$ cat src/rtl/fbr_pkg.sv
package fbr_pkg;

	localparam int ADDR_W   = 24;
	localparam int DATA_W   = 16;
	localparam int CMD_W    = 3;
	localparam int LINE_W   = 7;
	localparam int APB_AW   = 8;

	localparam logic [ADDR_W-1:0] ADDR_STEP  = 24'h000001;
	localparam logic [DATA_W-1:0] CFG0_RESET = 16'hEFC8;
	localparam logic [DATA_W-1:0] CFG1_RESET = 16'hFFEF;
	// arbitrary fill pattern of the modelled array
	localparam logic [DATA_W-1:0] ARRAY_SEED = 16'hA5C3;

	localparam int READ_MODE_BIT = 15;
	localparam int WS_LO_MSB     = 13;
	localparam int WS_LO_LSB     = 11;
	localparam int POLARITY_BIT  = 10;
	localparam int TIMING_BIT    = 8;
	localparam int WRAP_BIT      = 3;
	localparam int BLEN_MSB      = 2;
	localparam int WS_HI_BIT     = 0;

	localparam logic [2:0] BLEN_CONT = 3'h0;
	localparam logic [2:0] BLEN_8    = 3'h2;
	localparam logic [2:0] BLEN_16   = 3'h3;
	localparam logic [2:0] BLEN_32   = 3'h4;
	localparam logic [3:0] WS_DIRECT = 4'h5;
	localparam logic [3:0] WS_OFFSET = 4'h2;
	localparam logic [3:0] BOUNDARY_WS = 4'h1;

	localparam logic [CMD_W-1:0] CMD_SW_RESET = 3'h0;
	localparam logic [CMD_W-1:0] CMD_WR_CFG0  = 3'h1;
	localparam logic [CMD_W-1:0] CMD_WR_CFG1  = 3'h2;
	localparam logic [CMD_W-1:0] CMD_RD_CFG0  = 3'h3;
	localparam logic [CMD_W-1:0] CMD_RD_CFG1  = 3'h4;

	localparam logic [APB_AW-1:0] REG_CTRL   = 8'h00;
	localparam logic [APB_AW-1:0] REG_ADDR   = 8'h04;
	localparam logic [APB_AW-1:0] REG_WDATA  = 8'h08;
	localparam logic [APB_AW-1:0] REG_STATUS = 8'h0C;
	localparam logic [APB_AW-1:0] REG_RDATA  = 8'h10;
	localparam logic [APB_AW-1:0] REG_SHADOW = 8'h14;

	localparam logic [2:0] OP_NONE      = 3'h0;
	localparam logic [2:0] OP_WRITE_CFG = 3'h1;
	localparam logic [2:0] OP_READ_CFG0 = 3'h2;
	localparam logic [2:0] OP_READ_CFG1 = 3'h3;
	localparam logic [2:0] OP_BURST     = 3'h4;
	localparam logic [2:0] OP_WRITE_CFG1 = 3'h5;

	// rising edges from address latch to first data
	function automatic logic [3:0] fbr_latency(input logic [3:0] code);
		if (code <= WS_DIRECT)
			return code + WS_OFFSET;
		return code;
	endfunction

	// words per linear burst, zero means continuous
	function automatic logic [5:0] fbr_burst_words(input logic [2:0] code);
		case (code)
			BLEN_8:  return 6'h08;
			BLEN_16: return 6'h10;
			BLEN_32: return 6'h20;
			default: return 6'h00;
		endcase
	endfunction

endpackage

$ cat src/rtl/fbr_link_if.sv
`timescale 1ns/10ps
interface fbr_link_if (
	input wire logic clock,
	input wire logic rst_n
);
	import fbr_pkg::*;

	logic [ADDR_W-1:0] addressBus;
	logic              address_valid_strobe_n;
	logic              chipEnableN;
	logic              writeStrobeN;
	logic [DATA_W-1:0] writeData;
	logic [DATA_W-1:0] readData;
	logic              readyPin;

	modport device (
		input  clock,
		input  rst_n,
		input  addressBus,
		input  address_valid_strobe_n,
		input  chipEnableN,
		input  writeStrobeN,
		input  writeData,
		output readData,
		output readyPin
	);

	modport host (
		input  clock,
		input  rst_n,
		output addressBus,
		output address_valid_strobe_n,
		output chipEnableN,
		output writeStrobeN,
		output writeData,
		input  readData,
		input  readyPin
	);
endinterface

$ cat src/rtl/fbr_flash_host.sv
`timescale 1ns/10ps
module fbr_flash_host
	import fbr_pkg::*;
(
	fbr_link_if.host          link,
	input  wire logic         psel,
	input  wire logic         penable,
	input  wire logic         pwrite,
	input  wire logic [7:0]   paddr,
	input  wire logic [31:0]  pwdata,
	output logic [31:0]       prdata,
	output logic              pready,
	output logic              pslverr
);

	typedef enum logic [2:0] {
		H_IDLE  = 3'b000,
		H_CMD   = 3'b001,
		H_LATCH = 3'b010,
		H_WAIT  = 3'b011,
		H_END   = 3'b100
	} fbr_hstate_type;

	fbr_hstate_type    state_r;
	fbr_hstate_type    state_nxt;
	logic [1:0]        step_r;
	logic [1:0]        step_nxt;
	logic [2:0]        op_r;
	logic [7:0]        contCount_r;
	logic [ADDR_W-1:0] addr_r;
	logic [31:0]       wdata_r;
	logic [DATA_W-1:0] rdata_r;
	logic [7:0]        got_r;
	logic [7:0]        want_r;
	logic [DATA_W-1:0] shadow0_r;
	logic [DATA_W-1:0] shadow1_r;
	logic              readyDly_r;
	logic              ceN_r;
	logic              weN_r;
	logic              avdN_r;
	logic [ADDR_W-1:0] pinAddr_r;
	logic [DATA_W-1:0] pinData_r;
	logic [31:0]       prdata_r;
	logic              pready_r;
	logic              pslverr_r;

	function automatic logic [CMD_W-1:0] host_cmd(input logic [2:0] op,
	                                              input logic [1:0] step);
		if (step != 2'h0 && !(op == OP_WRITE_CFG && step == 2'h1))
			return CMD_SW_RESET;
		case (op)
			OP_WRITE_CFG:  return (step == 2'h0) ? CMD_WR_CFG0 : CMD_WR_CFG1;
			OP_WRITE_CFG1: return CMD_WR_CFG1;
			OP_READ_CFG0:  return CMD_RD_CFG0;
			OP_READ_CFG1:  return CMD_RD_CFG1;
			default:       return CMD_SW_RESET;
		endcase
	endfunction

	// APB decode
	wire        setup    = psel && !penable;
	wire        apbWr    = psel && penable && pready_r && pwrite;
	wire        mapped   = (paddr == REG_CTRL) || (paddr == REG_ADDR) || (paddr == REG_WDATA)
	                       || (paddr == REG_STATUS) || (paddr == REG_RDATA)
	                       || (paddr == REG_SHADOW);
	wire        busy     = (state_r != H_IDLE);
	wire [2:0]  opIn     = pwdata[2:0];
	wire        startOp  = apbWr && (paddr == REG_CTRL) && !busy && (opIn != OP_NONE);
	wire [31:0] rdMux    = (paddr == REG_CTRL)   ? {16'h0000, contCount_r, 5'h00, op_r} :
	                       (paddr == REG_ADDR)   ? {8'h00, addr_r} :
	                       (paddr == REG_WDATA)  ? wdata_r :
	                       (paddr == REG_STATUS) ? {16'h0000, got_r, 7'h00, busy} :
	                       (paddr == REG_RDATA)  ? {16'h0000, rdata_r} :
	                       (paddr == REG_SHADOW) ? {shadow1_r, shadow0_r} : 32'h0000_0000;

	// link side decode
	wire [2:0]       opCur    = busy ? op_r : opIn;
	wire [CMD_W-1:0] curCmd   = host_cmd(op_r, step_r);
	wire [CMD_W-1:0] nxtCmd   = host_cmd(opCur, step_nxt);
	wire             isRdCmd  = (curCmd == CMD_RD_CFG0) || (curCmd == CMD_RD_CFG1);
	wire             isRdOp   = (op_r == OP_READ_CFG0) || (op_r == OP_READ_CFG1);
	wire             readyAct = shadow0_r[POLARITY_BIT] ? link.readyPin : !link.readyPin;
	wire             capture  = (state_r == H_WAIT)
	                            && (shadow0_r[TIMING_BIT] ? readyAct : readyDly_r);
	wire [7:0]       gotInc   = got_r + 8'h01;
	wire [5:0]       blWords  = fbr_burst_words(shadow0_r[BLEN_MSB:0]);
	wire [7:0]       contWant = (pwdata[15:8] == 8'h00) ? 8'h01 : pwdata[15:8];
	wire [7:0]       burstWant = shadow0_r[READ_MODE_BIT] ? 8'h01 :
	                             (blWords == 6'h00) ? contWant : {2'b00, blWords};
	wire [7:0]       wantIn   = (opIn == OP_BURST) ? burstWant : 8'h01;
	wire             linkOn   = (state_nxt == H_CMD) || (state_nxt == H_LATCH)
	                            || (state_nxt == H_WAIT);

	always_comb begin
		state_nxt = state_r;
		step_nxt  = step_r;
		case (state_r)
			H_IDLE: begin
				step_nxt = 2'h0;
				if (startOp)
					state_nxt = (opIn == OP_BURST) ? H_LATCH : H_CMD;
			end
			H_CMD: begin
				if (curCmd == CMD_SW_RESET)
					state_nxt = H_END;
				else if (isRdCmd)
					state_nxt = H_LATCH;
				else
					step_nxt = step_r + 2'h1;
			end
			H_LATCH: state_nxt = H_WAIT;
			H_WAIT: begin
				if (capture && (gotInc == want_r)) begin
					state_nxt = isRdOp ? H_CMD : H_END;
					step_nxt  = step_r + 2'h1;
				end
			end
			H_END:   state_nxt = H_IDLE;
			default: state_nxt = H_IDLE;
		endcase
	end

	always_ff @(posedge link.clock or negedge link.rst_n) begin
		if (!link.rst_n) begin
			prdata_r  <= 32'h0000_0000;
			pready_r  <= 1'b0;
			pslverr_r <= 1'b0;
		end else begin
			prdata_r  <= setup ? rdMux : prdata_r;
			pready_r  <= setup;
			pslverr_r <= setup && !mapped;
		end
	end

	always_ff @(posedge link.clock or negedge link.rst_n) begin
		if (!link.rst_n) begin
			op_r        <= OP_NONE;
			contCount_r <= 8'h00;
			addr_r      <= '0;
			wdata_r     <= 32'h0000_0000;
		end else if (apbWr && (paddr == REG_ADDR)) begin
			addr_r <= pwdata[ADDR_W-1:0];
		end else if (apbWr && (paddr == REG_WDATA)) begin
			wdata_r <= pwdata;
		end else if (startOp) begin
			op_r        <= opIn;
			contCount_r <= pwdata[15:8];
		end
	end

	always_ff @(posedge link.clock or negedge link.rst_n) begin
		if (!link.rst_n) begin
			state_r    <= H_IDLE;
			step_r     <= 2'h0;
			got_r      <= 8'h00;
			want_r     <= 8'h00;
			rdata_r    <= '0;
			readyDly_r <= 1'b0;
		end else begin
			state_r    <= state_nxt;
			step_r     <= step_nxt;
			got_r      <= startOp ? 8'h00 : (capture ? gotInc : got_r);
			want_r     <= startOp ? wantIn : want_r;
			rdata_r    <= capture ? link.readData : rdata_r;
			readyDly_r <= (state_r == H_WAIT) && readyAct;
		end
	end

	// host copy of configuration, follows only a committed pair
	always_ff @(posedge link.clock or negedge link.rst_n) begin
		if (!link.rst_n) begin
			shadow0_r <= CFG0_RESET;
			shadow1_r <= CFG1_RESET;
		end else if ((state_r == H_CMD) && (op_r == OP_WRITE_CFG) && (curCmd == CMD_WR_CFG1)) begin
			shadow0_r <= wdata_r[DATA_W-1:0];
			shadow1_r <= wdata_r[31:DATA_W];
		end
	end

	always_ff @(posedge link.clock or negedge link.rst_n) begin
		if (!link.rst_n) begin
			ceN_r     <= 1'b1;
			weN_r     <= 1'b1;
			avdN_r    <= 1'b1;
			pinAddr_r <= '0;
			pinData_r <= '0;
		end else begin
			ceN_r     <= !linkOn;
			weN_r     <= (state_nxt != H_CMD);
			avdN_r    <= (state_nxt != H_LATCH);
			pinAddr_r <= (state_nxt == H_CMD) ? {{(ADDR_W-CMD_W){1'b0}}, nxtCmd} : addr_r;
			pinData_r <= (step_nxt == 2'h0) ? wdata_r[DATA_W-1:0] : wdata_r[31:DATA_W];
		end
	end

	assign link.chipEnableN            = ceN_r;
	assign link.writeStrobeN           = weN_r;
	assign link.address_valid_strobe_n = avdN_r;
	assign link.addressBus             = pinAddr_r;
	assign link.writeData              = pinData_r;
	assign prdata                      = prdata_r;
	assign pready                      = pready_r;
	assign pslverr                     = pslverr_r;

endmodule // fbr_flash_host

$ cat src/flat_wrapper.sv
// flat-port wrapper written by rule: the top's interface ports become plain ports
module fbr_flash_host_flat import fbr_pkg::*;
  (psel, penable, pwrite, paddr, pwdata, prdata, pready, pslverr, clock, rst_n, link_addressBus, link_address_valid_strobe_n, link_chipEnableN, link_writeStrobeN, link_writeData, link_readData, link_readyPin);
  fbr_link_if link_i (.clock(clock), .rst_n(rst_n));
  input  wire logic psel;
  input  wire logic penable;
  input  wire logic pwrite;
  input  wire logic [7:0] paddr;
  input  wire logic [31:0] pwdata;
  output logic [31:0] prdata;
  output logic pready;
  output logic pslverr;
  input wire logic clock;
  input wire logic rst_n;
  output wire logic [$bits(link_i.addressBus)-1:0] link_addressBus;
  output wire logic [$bits(link_i.address_valid_strobe_n)-1:0] link_address_valid_strobe_n;
  output wire logic [$bits(link_i.chipEnableN)-1:0] link_chipEnableN;
  output wire logic [$bits(link_i.writeStrobeN)-1:0] link_writeStrobeN;
  output wire logic [$bits(link_i.writeData)-1:0] link_writeData;
  input wire logic [$bits(link_i.readData)-1:0] link_readData;
  input wire logic [$bits(link_i.readyPin)-1:0] link_readyPin;
  assign link_addressBus = link_i.addressBus;
  assign link_address_valid_strobe_n = link_i.address_valid_strobe_n;
  assign link_chipEnableN = link_i.chipEnableN;
  assign link_writeStrobeN = link_i.writeStrobeN;
  assign link_writeData = link_i.writeData;
  assign link_i.readData = link_readData;
  assign link_i.readyPin = link_readyPin;
  fbr_flash_host u_core (.link(link_i), .psel(psel), .penable(penable), .pwrite(pwrite), .paddr(paddr), .pwdata(pwdata), .prdata(prdata), .pready(pready), .pslverr(pslverr));
endmodule
$ cat config.mk
export PLATFORM = sky130hd
export DESIGN_NAME = fbr_flash_host_flat
export DESIGN_NICKNAME = d
export VERILOG_FILES = /design/src/rtl/fbr_pkg.sv /design/src/rtl/fbr_link_if.sv /design/src/rtl/fbr_flash_host.sv /design/src/flat_wrapper.sv
export SDC_FILE = /design/constraint.sdc
export NUM_CORES = 1
export LEC_CHECK = 0
export BUFFER_PORTS_ARGS = -buffer_cell sky130_fd_sc_hd__buf_2
export CAP_MARGIN = 20
export CORE_MARGIN = 2
export CORE_UTILIZATION = 62
export DETAILED_ROUTE_END_ITERATION = 12
export PLACE_DENSITY = 0.95
export SLEW_MARGIN = 30
export SYNTH_ARGS = -nofsm -noshare
export SYNTH_HDL_FRONTEND = slang
export SYNTH_SLANG_ARGS = --single-unit
$ cat constraint.sdc
create_clock -name clock -period 4.8 [get_ports clock]
set_input_delay 0.72 -clock clock [delete_from_list [all_inputs] [get_ports clock]]
set_output_delay 0.72 -clock clock [all_outputs]
set_load 0.05 [all_outputs]
==> reports/metrics.cfg, run 1 <==
[status]
status = finished, final reports clean

[cells_and_area]
fillers = 869
layout-drive-gt1-share_pct = 34.48
syn_to_final_growth_pct = 16.36
final_nets = 1012

[grt]
grt_busiest_layer = met2
met3_usage_pct = 7.679
grt_use_total_pct = 35.02
grt_pass1_wl_um = 43950
antenna_found_initial = 1
met1_usage_pct = 46.45
met2_usage_pct = 56.34
grt_pass1_vias = 7593
grt_max_degree = 103
grt_overflow_total = 0

[sta]
worstMarginPinSlew_ns = 0.8551
period_minus_slack_ns = 3.564
finalCritPeriodShare_pct = 74.25
setup_viol = 0
tns_ns = 0
maxSlewViolCount = 0
finalHoldViolations = 0
hold_slack_ns = 0.3250
rsz0062_at_grt = false
fmax_mhz = 280.6
relSlewSlack_pct = 42.99
finClkSkew_ns = 0.01309

[placement]
dp_hpwl_um = 17610
port_buffers = 138
gp_congestion = 0.9297

[floorplan]
design.core.area_um2 = 15090
row_count = 45
die_x_um = 127.9
die_h_um = 127.9
start_util_pct = 63.05
io_pins = 139
dieArea_um2 = 16350

[yosys]
synth_edf_count = 0
syn_avg_cell_area_um2 = 11.50
ys_ff_latch = 214
synth_cell_types = 61
async_flop_share_pct = 100.0
yosysTopAreaCell = dfrtp_1
synth_seq_area_share_pct = 56.65
yosysTopAreaCellShare_pct = 48.92
synthCells = 827
synth-main-ff-cell = dfrtp_1
ys_warn_count = 0
synth_area_um2 = 9514
synth_area_leaders = dfrtp_1 (49%), mux2_2 (11%), dfstp_2 (7.7%), nand2_1 (4.9%), o21ai_0 (2.7%)
mappedNetlistNets = 892

[clocking]
cts_max_path_buffers = 3
cts_tree = done
postCtsSetupRepairBufs = 0
h-tree-depth = 1
ctsHoldBuffers = 0
cts-root-buf = clkbuf_16
cts.sinks = 214
cts_buffers = 22
clk-insertion-delay-late_ns = 0.51
clkSlewWorstSetupHoldPaths_ns = 0.07
cts_resized = 0

[routing]
drt-total-wl_um = 28320
drt_iter0_markers = 963
wire_per_inst_um = 24.58
ant_nets = 0
dr.pass1.iters = 7
via_per_inst = 6.716
drc_errors = 0
via_count = 7737

[setup_path]
crit_path_start = u_core.got_r[0]$_DFFE_PN0P_
worst_ep_arrival_time_ns = 3.94
required_ns = 5.18
crit_type = flip-flop to flip-flop
crit_fanout = 17
critical_path.startpoint_type = flip-flop
endpoint_kind = flip-flop
r2r_start = u_core.got_r[0]$_DFFE_PN0P_

[min_path]
hp-class = input pin to asynchronous set/reset pin

[power]
leakagePower_uw = 0.005587
max-vdd-ir-drop_mv = 0.2816
powerDensity_nw_per_um2 = 335.6

[flow_run]
cap_violations = 0

[cells by family (layout without fill, tap and decap cells)]
logic type	Yosys count	after routing	synth area share [%]
and+or+nand+nor	227	227	11.36
DFF	214	214	56.65
AOI/OAI and AO/OA	185	185	13.19
muxes	119	119	14.30
buffers and inverters	69	205	3.182
xor gates and xnor gates	10	10	0.9205
adders and majority gates	3	3	0.3946
other	0	1	0
[per-stage QoR]
stage                     std cells  power [uW]  setup WS (ns)  area [um^2]  utilization (%)
after floorplan                 827        1920          1.698         9514                -
after global placement         1111        2010          1.302        10330            68.45
after detailed placement       1111        2015          1.217        10340            68.50
after CTS                      1151        3712          1.274        11070            73.35
after global routing           1152        3813          1.067        11070            73.37
final                          1152        3716          1.236        11070            73.37
[area by class of cell]
cell class | instances | area, um^2 | share of cell area [%]
sequential | 214 | 5390 | 48.69
timing repair buffer | 153 | 824.5 | 7.448
clock buffer | 33 | 663.1 | 5.990
inverter | 12 | 45.04 | 0.4069
multi-input combinational | 544 | 3841 | 34.70
clock inverter | 7 | 68.82 | 0.6216
antenna | 1 | 2.502 | 0.02260
tap | 188 | 235.2 | 2.125
[path summary, 6_finish.rpt]
kind	cells past startpoint	slack, ns	to
setup reg to reg	9	1.24	u_core.link.writeData[15]$_DFF_PN0_
hold / removal	1	0.32	u_core.link.addressBus[17]$_DFF_PN0_
setup / recovery	9	1.24	u_core.link.writeData[15]$_DFF_PN0_
hold reg to reg	1	0.48	u_core.prdata[4]$_DFFE_PN0P_
max in group asynchronous	2	3.37	u_core.shadow0_r[11]$_DFFE_PN1P_
min in group clock	3	0.41	u_core.rdata_r[10]$_DFFE_PN0P_
[flip-flops by register name, summed over array words and instances (netlist names)]
register / cells
u_core.prdata: 32
u_core.wdata_r: 32
u_core.addr_r: 24
u_core.link.addressBus: 24
u_core.link.writeData: 16
u_core.rdata_r: 16
u_core.shadow0_r: 16
u_core.shadow1_r: 16
u_core.contCount_r: 8
u_core.got_r: 8
u_core.want_r: 8
u_core.op_r: 3
u_core.state_r: 3
u_core.step_r: 2
u_core.link.address_valid_strobe_n: 1
u_core.link.chipEnableN: 1
u_core.link.writeStrobeN: 1
u_core.pready: 1
u_core.pslverr: 1
u_core.readyDly_r: 1
[worst max-delay path, stage by stage (launching register included)]
cell and delay (ns):
dfrtp_1 0.46, ha_1 0.29, and3_1 0.27, a32oi_1 0.21
o2111ai_1 0.17, or4_4 0.60, a21bo_1 0.22, a21oi_2 0.18
nor2b_4 0.60, mux2_2 0.42
[cell usage after synthesis (4+ instances only)]
| cell | instances |
|---|---|
| a211oi_1 | 8 |
| a21o_1 | 6 |
| a21oi_1 | 28 |
| a221oi_1 | 7 |
| a22o_1 | 11 |
| a22oi_1 | 34 |
| a31oi_1 | 6 |
| and2_1 | 4 |
| buf_1 | 6 |
| clkbuf_1 | 45 |
| dfrtp_1 | 186 |
| dfstp_2 | 28 |
| inv_1 | 12 |
| mux2_2 | 95 |
| mux2_4 | 10 |
| mux2i_1 | 14 |
| nand2_1 | 123 |
| nand2b_1 | 5 |
| nand3_1 | 4 |
| nand3b_1 | 5 |
| nor2_1 | 23 |
| nor2b_1 | 32 |
| nor3_1 | 7 |
| nor3b_1 | 7 |
| o21ai_0 | 51 |
| o22a_1 | 11 |
| or3_1 | 5 |
| xnor2_1 | 5 |
| xor2_1 | 5 |
[cells in the final DEF, fill, tap and decap left out, types with 7 or more instances in the layout]
cell type,instances
buf_2,137
dfrtp_1,186
nor2b_1,32
o22a_1,11
a221oi_1,7
mux2_2,95
a22oi_1,34
o21ai_0,51
nand2_1,123
a21oi_1,28
a211oi_1,8
clkbuf_16,23
mux2i_1,14
dfstp_2,28
a22o_1,11
nor2_1,21
nor3_1,7
inv_1,12
mux2_4,10
buf_4,14
[metal layers]
layer,vias to the layer above,wire length (um)
met5,-,0
met4,0,1626
met3,148,3034
met2,636,13220
met1,3786,10430
li1,3167,-
[power breakdown]
part           leakage [uW]  switching [uW]  internal (uW)
clock              0.000356             715           1010
sequential          0.00288            7.46           1810
combinational       0.00235             124           42.0
total               0.00559             846           2870
Note: power is estimated with default switching activity, not from simulation.
==> run 2: changes to the inputs <==
--- a/config.mk
+++ b/config.mk
@@ -5,12 +5,13 @@
 export SDC_FILE = /design/constraint.sdc
 export NUM_CORES = 1
 export LEC_CHECK = 0
+export ABC_AREA = 1
 export BUFFER_PORTS_ARGS = -buffer_cell sky130_fd_sc_hd__buf_2
 export CAP_MARGIN = 20
 export CORE_MARGIN = 2
-export CORE_UTILIZATION = 62
+export CORE_UTILIZATION = 52
 export DETAILED_ROUTE_END_ITERATION = 12
-export PLACE_DENSITY = 0.95
+export PLACE_DENSITY = 0.88
 export SLEW_MARGIN = 30
 export SYNTH_ARGS = -nofsm -noshare
 export SYNTH_HDL_FRONTEND = slang
==> constraint.sdc (replaced) <==
create_clock -name clock -period 3 [get_ports clock]
set_input_delay 0.45 -clock clock [delete_from_list [all_inputs] [get_ports clock]]
set_output_delay 0.45 -clock clock [all_outputs]
set_load 0.05 [all_outputs]
==> reports/metrics.cfg, run 2 <==
[floorplan]
dieArea_um2 = 19360
die_h_um = 139.2
design.core.area_um2 = 17960
io_pins = 139
start_util_pct = 52.88
row_count = 49
die_x_um = 139.2

[setup_path]
cp_slowest_cell = dfrtp_1
worst_ep_arrival_time_ns = 3.00
ff2ff_setup_slack_ns = 0.39
r2r-end = u_core.link.addressBus[0]$_DFF_PN0_
r2r_cells = 19
slowest_delay_ns = 0.46
crit_type = flip-flop to flip-flop
crit_family = simple AND/OR/NAND/NOR gates
endpoint_kind = flip-flop
required_ns = 3.40
critical_path.startpoint_type = flip-flop
cp.buffers_inverters = 2
crit_path_cell_trace = ha_1 -> nand2_4 -> inv_1 -> nor2_1 -> nand2_1 -> nand2_1 -> nand2_1 -> nor2_1 -> nand2_1 -> nor2_1 -> nand3_1 -> nand2_1 -> nand2_1 -> nand2_2 -> inv_2 -> nand2_4 -> o21ai_0 -> nand2_1 -> nand2_1
crit_fanout = 34
r2r_start = u_core.got_r[0]$_DFFE_PN0P_
cp_common_cell = nand2_1

[routing]
via_count = 8171
drc_errors = 0
via_per_inst = 5.581
drt_iter0_markers = 975
drt-total-wl_um = 25780
ant_nets = 0
dr.pass1.iters = 6
wire_per_inst_um = 17.61

[yosys]
synth_edf_count = 0
synth_cell_types = 43
synthCells = 1088
async_flop_share_pct = 100.0
ys_ff_latch = 214
synth_area_um2 = 9499
synth_seq_area_share_pct = 56.74
yosys.cell_count.top_type = nand2_1
synth_area_leaders = dfrtp_1 (49%), nand2_1 (10%), o21ai_0 (8.1%), dfstp_2 (7.7%), inv_1 (6.0%)
mappedNetlistNets = 1153
ys_warn_count = 0
syn_avg_cell_area_um2 = 8.731
yosysTopAreaCell = dfrtp_1
synth-main-ff-cell = dfrtp_1
yosysTopAreaCellShare_pct = 49.00
synth.top_cells.by_count = nand2_1 (257), dfrtp_1 (186), o21ai_0 (153)

[placement]
dp_cells = 1425
port_buffers = 138
dp_hpwl_um = 17870
gp_congestion = 0.9716
pre_cts_ws_ns = 0.4052

[sta]
setup_viol = 0
relSlewSlack_pct = 44.38
finClkSkew_ns = 0.01193
final.setup.worst_slack_ns = 0.3914
finalCritPeriodShare_pct = 86.95
maxSlewViolCount = 0
hold_slack_ns = -0.02061
period_minus_slack_ns = 2.609
finalHoldViolations = 16
worstMarginPinSlew_ns = 0.8330
rsz0062_at_grt = false
fmax_mhz = 383.4
tns_ns = 0

[cells_and_area]
layout_common_cells = nand2_1 (256), dfrtp_1 (186), o21ai_0 (153)
layout_commonest_cell = nand2_1
antenna_cells = 0
syn_to_final_growth_pct = 17.27
layout-drive-gt1-share_pct = 21.38
final_nets = 1285
fin_cells = 1464
finish.utilization_pct = 62.01

[min_path]
hp-class = input pin to asynchronous set/reset pin

[grt]
antenna_found_initial = 0
grt_pass1_wl_um = 41230
grt_max_degree = 81
grt_pass1_vias = 7953
grt_use_total_pct = 26.47
grt_overflow_total = 0

[power]
intPower_uw = 4527
max-vdd-ir-drop_mv = 0.3675
p_switching_uw = 1385
power_frac_comb_pct = 5.4
powerDensity_nw_per_um2 = 530.8
seqPwrFrac_pct = 49.5
switching_share_pct = 23.43
leakagePower_uw = 0.005625
p_clk_share_pct = 45.1
p_total_uw = 5913

[clocking]
cts_tree = done
cts_resized = 0
clkSlewWorstSetupHoldPaths_ns = 0.06
cts.sinks = 214
clk-insertion-delay-late_ns = 0.51
postCtsSetupRepairBufs = 0
cts_buffers = 22
cts-root-buf = clkbuf_16
ctsHoldBuffers = 0
cts_max_path_buffers = 3
h-tree-depth = 1

[status]
failed_checks = hold timing
status = finished with violations

[flow_run]
cap_violations = 0

run 2: kinds of logic after synthesis:
kind of cell / Yosys count / share of synthesized area [%]
adder cells (fa/ha/maj): 3 / 0.3952
flip-flops: 214 / 56.74
buffers and inverters: 201 / 8.417
multiplexers: 8 / 0.9484
XOR/XNOR: 2 / 0.1844
AND/OR/NAND/NOR: 408 / 18.18
AO/OA/AOI/OAI: 252 / 15.13
run 2: cell type report:
class	count	area (um^2)
multi-input cells	673	3312
well taps	229	286.5
clock buffers	31	624.3
fillers	1490	6824
repair buffers	153	862.1
inverters	156	588.1
clock inverters	8	76.32
flip-flops and latches	214	5390
run 2: stage by stage:
stage	area (um^2)	hold WS, ns
CTS	11140	0.01256
finish	11140	-0.02061
floorplan	9499	0.1544
global placement	10440	0.4582
detailed placement	10440	0.4598
global route	11140	0.04797
run 2: how the worst max path moves through the flow:
stage,from,to,cells after the start
4_1_cts,u_core.got_r[0]$_DFFE_PN0P_,u_core.link.addressBus[0]$_DFF_PN0_,19
5_1_grt,u_core.got_r[0]$_DFFE_PN0P_,u_core.link.addressBus[0]$_DFF_PN0_,19
3_3_place_gp,paddr[7],u_core.prdata[7]$_DFFE_PN0P_,10
6_report,u_core.got_r[0]$_DFFE_PN0P_,u_core.link.addressBus[0]$_DFF_PN0_,19
3_5_place_dp,paddr[7],u_core.prdata[7]$_DFFE_PN0P_,10
2_1_floorplan,u_core.got_r[0]$_DFFE_PN0P_,u_core.link.writeData[11]$_DFF_PN0_,18
run 2: metal layers:
metal / share of wire [%] / up-vias / GRT usage (%)
met5: 0 / - / 0
met2: 48 / 427 / 42.75
met4: 3.1 / 0 / 9.888
li1: - / 3762 / -
met3: 8.7 / 65 / 4.075
met1: 40 / 3917 / 36.60
run 2: power groups by stage:
stage / registers (uW) / logic, uW / clock network [uW]
after global placement: 2980 / 312 / 0
after CTS: 2930 / 320 / 2690
final: 2930 / 317 / 2670
after floorplan: 3040 / 97.6 / 0
after detailed placement: 2980 / 318 / 0
after global routing: 2930 / 349 / 2790
==> run 3: changes to the inputs <==
--- a/config.mk
+++ b/config.mk
@@ -10,6 +10,7 @@
 export CAP_MARGIN = 20
 export CORE_MARGIN = 2
 export CORE_UTILIZATION = 52
+export CTS_BUF_LIST = sky130_fd_sc_hd__clkbuf_16
 export DETAILED_ROUTE_END_ITERATION = 12
 export PLACE_DENSITY = 0.88
 export SLEW_MARGIN = 30
==> constraint.sdc (replaced) <==
create_clock -name clock -period 3 [get_ports clock]
set_input_delay 0.45 -clock clock [delete_from_list [all_inputs] [get_ports clock]]
set_output_delay 0.45 -clock clock [all_outputs]
set_load 0.02 [all_outputs]
==> reports/metrics.cfg, run 3 (synthesis gave the netlist of run 2 again) <==
[flow_run]
cap_violations = 0

[floorplan]
design.core.area_um2 = 17960
start_util_pct = 52.88
dieArea_um2 = 19360
row_count = 49
io_pins = 139
die_h_um = 139.2
die_x_um = 139.2

[cells_and_area]
layout_commonest_cell = nand2_1
layout-drive-gt1-share_pct = 21.05
syn_to_final_growth_pct = 16.87
layout_common_cells = nand2_1 (256), dfrtp_1 (186), inv_1 (156)
final_nets = 1285

[placement]
dp_hpwl_um = 17870
gp_congestion = 0.9716
port_buffers = 138

[routing]
drt_iter0_markers = 954
via_per_inst = 5.564
dr.pass1.iters = 5
ant_nets = 0
via_count = 8151
drt-total-wl_um = 25740
drc_errors = 0
wire_per_inst_um = 17.57

[sta]
rsz0062_at_grt = false
relSlewSlack_pct = 45.06
period_minus_slack_ns = 2.615
hold_slack_ns = -0.01389
finClkSkew_ns = 0.01615
worstMarginPinSlew_ns = 0.8229
fmax_mhz = 382.5
maxSlewViolCount = 0
tns_ns = 0
finalHoldViolations = 15
finalCritPeriodShare_pct = 87.15
setup_viol = 0

[status]
status = finished with violations
failed_checks = hold timing

[setup_path]
critical_path.startpoint_type = flip-flop
crit_fanout = 34
crit_type = flip-flop to flip-flop
ff2ff_setup_slack_ns = 0.39
required_ns = 3.39
worst_ep_arrival_time_ns = 3.01
endpoint_kind = flip-flop

[clocking]
ctsHoldBuffers = 0
cts_tree = done
h-tree-depth = 1
cts_max_path_buffers = 3
cts.sinks = 214
cts_resized = 0
cts-root-buf = clkbuf_16
clkSlewWorstSetupHoldPaths_ns = 0.06
cts_buffers = 22
postCtsSetupRepairBufs = 0
clk-insertion-delay-late_ns = 0.51

[grt]
antenna_found_initial = 0
grt_max_degree = 81
grt_pass1_vias = 7967
grt_overflow_total = 0
grt_pass1_wl_um = 41300
grt_use_total_pct = 26.53

[power]
max-vdd-ir-drop_mv = 0.3690
p_total_uw = 5742
leakagePower_uw = 0.005623
powerDensity_nw_per_um2 = 517.2

[min_path]
hp-class = input pin to asynchronous set/reset pin

## run 3: power by group
group / internal [uW] / switching, uW
combinational: 76.5 / 200
sequential: 2910 / 15.7
clock: 1420 / 1120
total: 4410 / 1330
## run 3: metal layers
metal	wire (um)	share of wire, %	track usage [%]
met5	0	0	0
met2	12210	47	42.96
met3	2271	8.8	4.040
met1	10390	40	36.61
met4	874	3.4	9.942
## run 3: layout make-up
cell class              count  area (um^2)
clock buffers              22        550.5
fillers                  1501         6862
repair buffers            153        862.1
inverters                 156        588.1
multi-input cells         673         3312
flip-flops and latches    214         5390
diodes                      1        2.502
well taps                 229        286.5
clock inverters            17        110.1
## run 3: final timing paths
path	start	to	cells after the start
max reg2reg	u_core.got_r[0]$_DFFE_PN0P_	u_core.link.addressBus[0]$_DFF_PN0_	19
min in group clock	link_readData[9]	u_core.rdata_r[9]$_DFFE_PN0P_	3
min	rst_n	u_core.prdata[28]$_DFFE_PN0P_	1
min reg2reg	u_core.wdata_r[27]$_DFFE_PN0P_	u_core.link.writeData[11]$_DFF_PN0_	2
max	u_core.got_r[0]$_DFFE_PN0P_	u_core.link.addressBus[0]$_DFF_PN0_	19
max in group asynchronous	rst_n	u_core.shadow0_r[9]$_DFFE_PN1P_	2
## run 3: metrics by stage
| step | utilization (%) | worst slack (ns) | std cells | cell area, um^2 |
|---|---|---|---|---|
| 5_1_grt | 61.79 | 0.1541 | 1464 | 11100 |
| 4_1_cts | 61.79 | 0.4034 | 1464 | 11100 |
| 3_5_place_dp | 58.11 | 0.4052 | 1425 | 10440 |
| 6_report | 61.80 | 0.3855 | 1465 | 11100 |
| 2_1_floorplan | - | 0.8971 | 1088 | 9499 |
| 3_3_place_gp | 58.11 | 0.4953 | 1425 | 10440 |
## run 3: critical path, stage by stage, from the launching register on
cell and delay (ns):
dfrtp_1 0.45, ha_1 0.28, nand2_4 0.11, inv_1 0.04
nor2_1 0.12, nand2_1 0.06, nand2_1 0.07, nand2_1 0.05
nor2_1 0.08, nand2_1 0.05, nor2_1 0.17, nand3_1 0.10
nand2_1 0.08, nand2_1 0.06, nand2_2 0.11, inv_2 0.05
nand2_4 0.33, o21ai_0 0.15, nand2_1 0.09, nand2_1 0.05
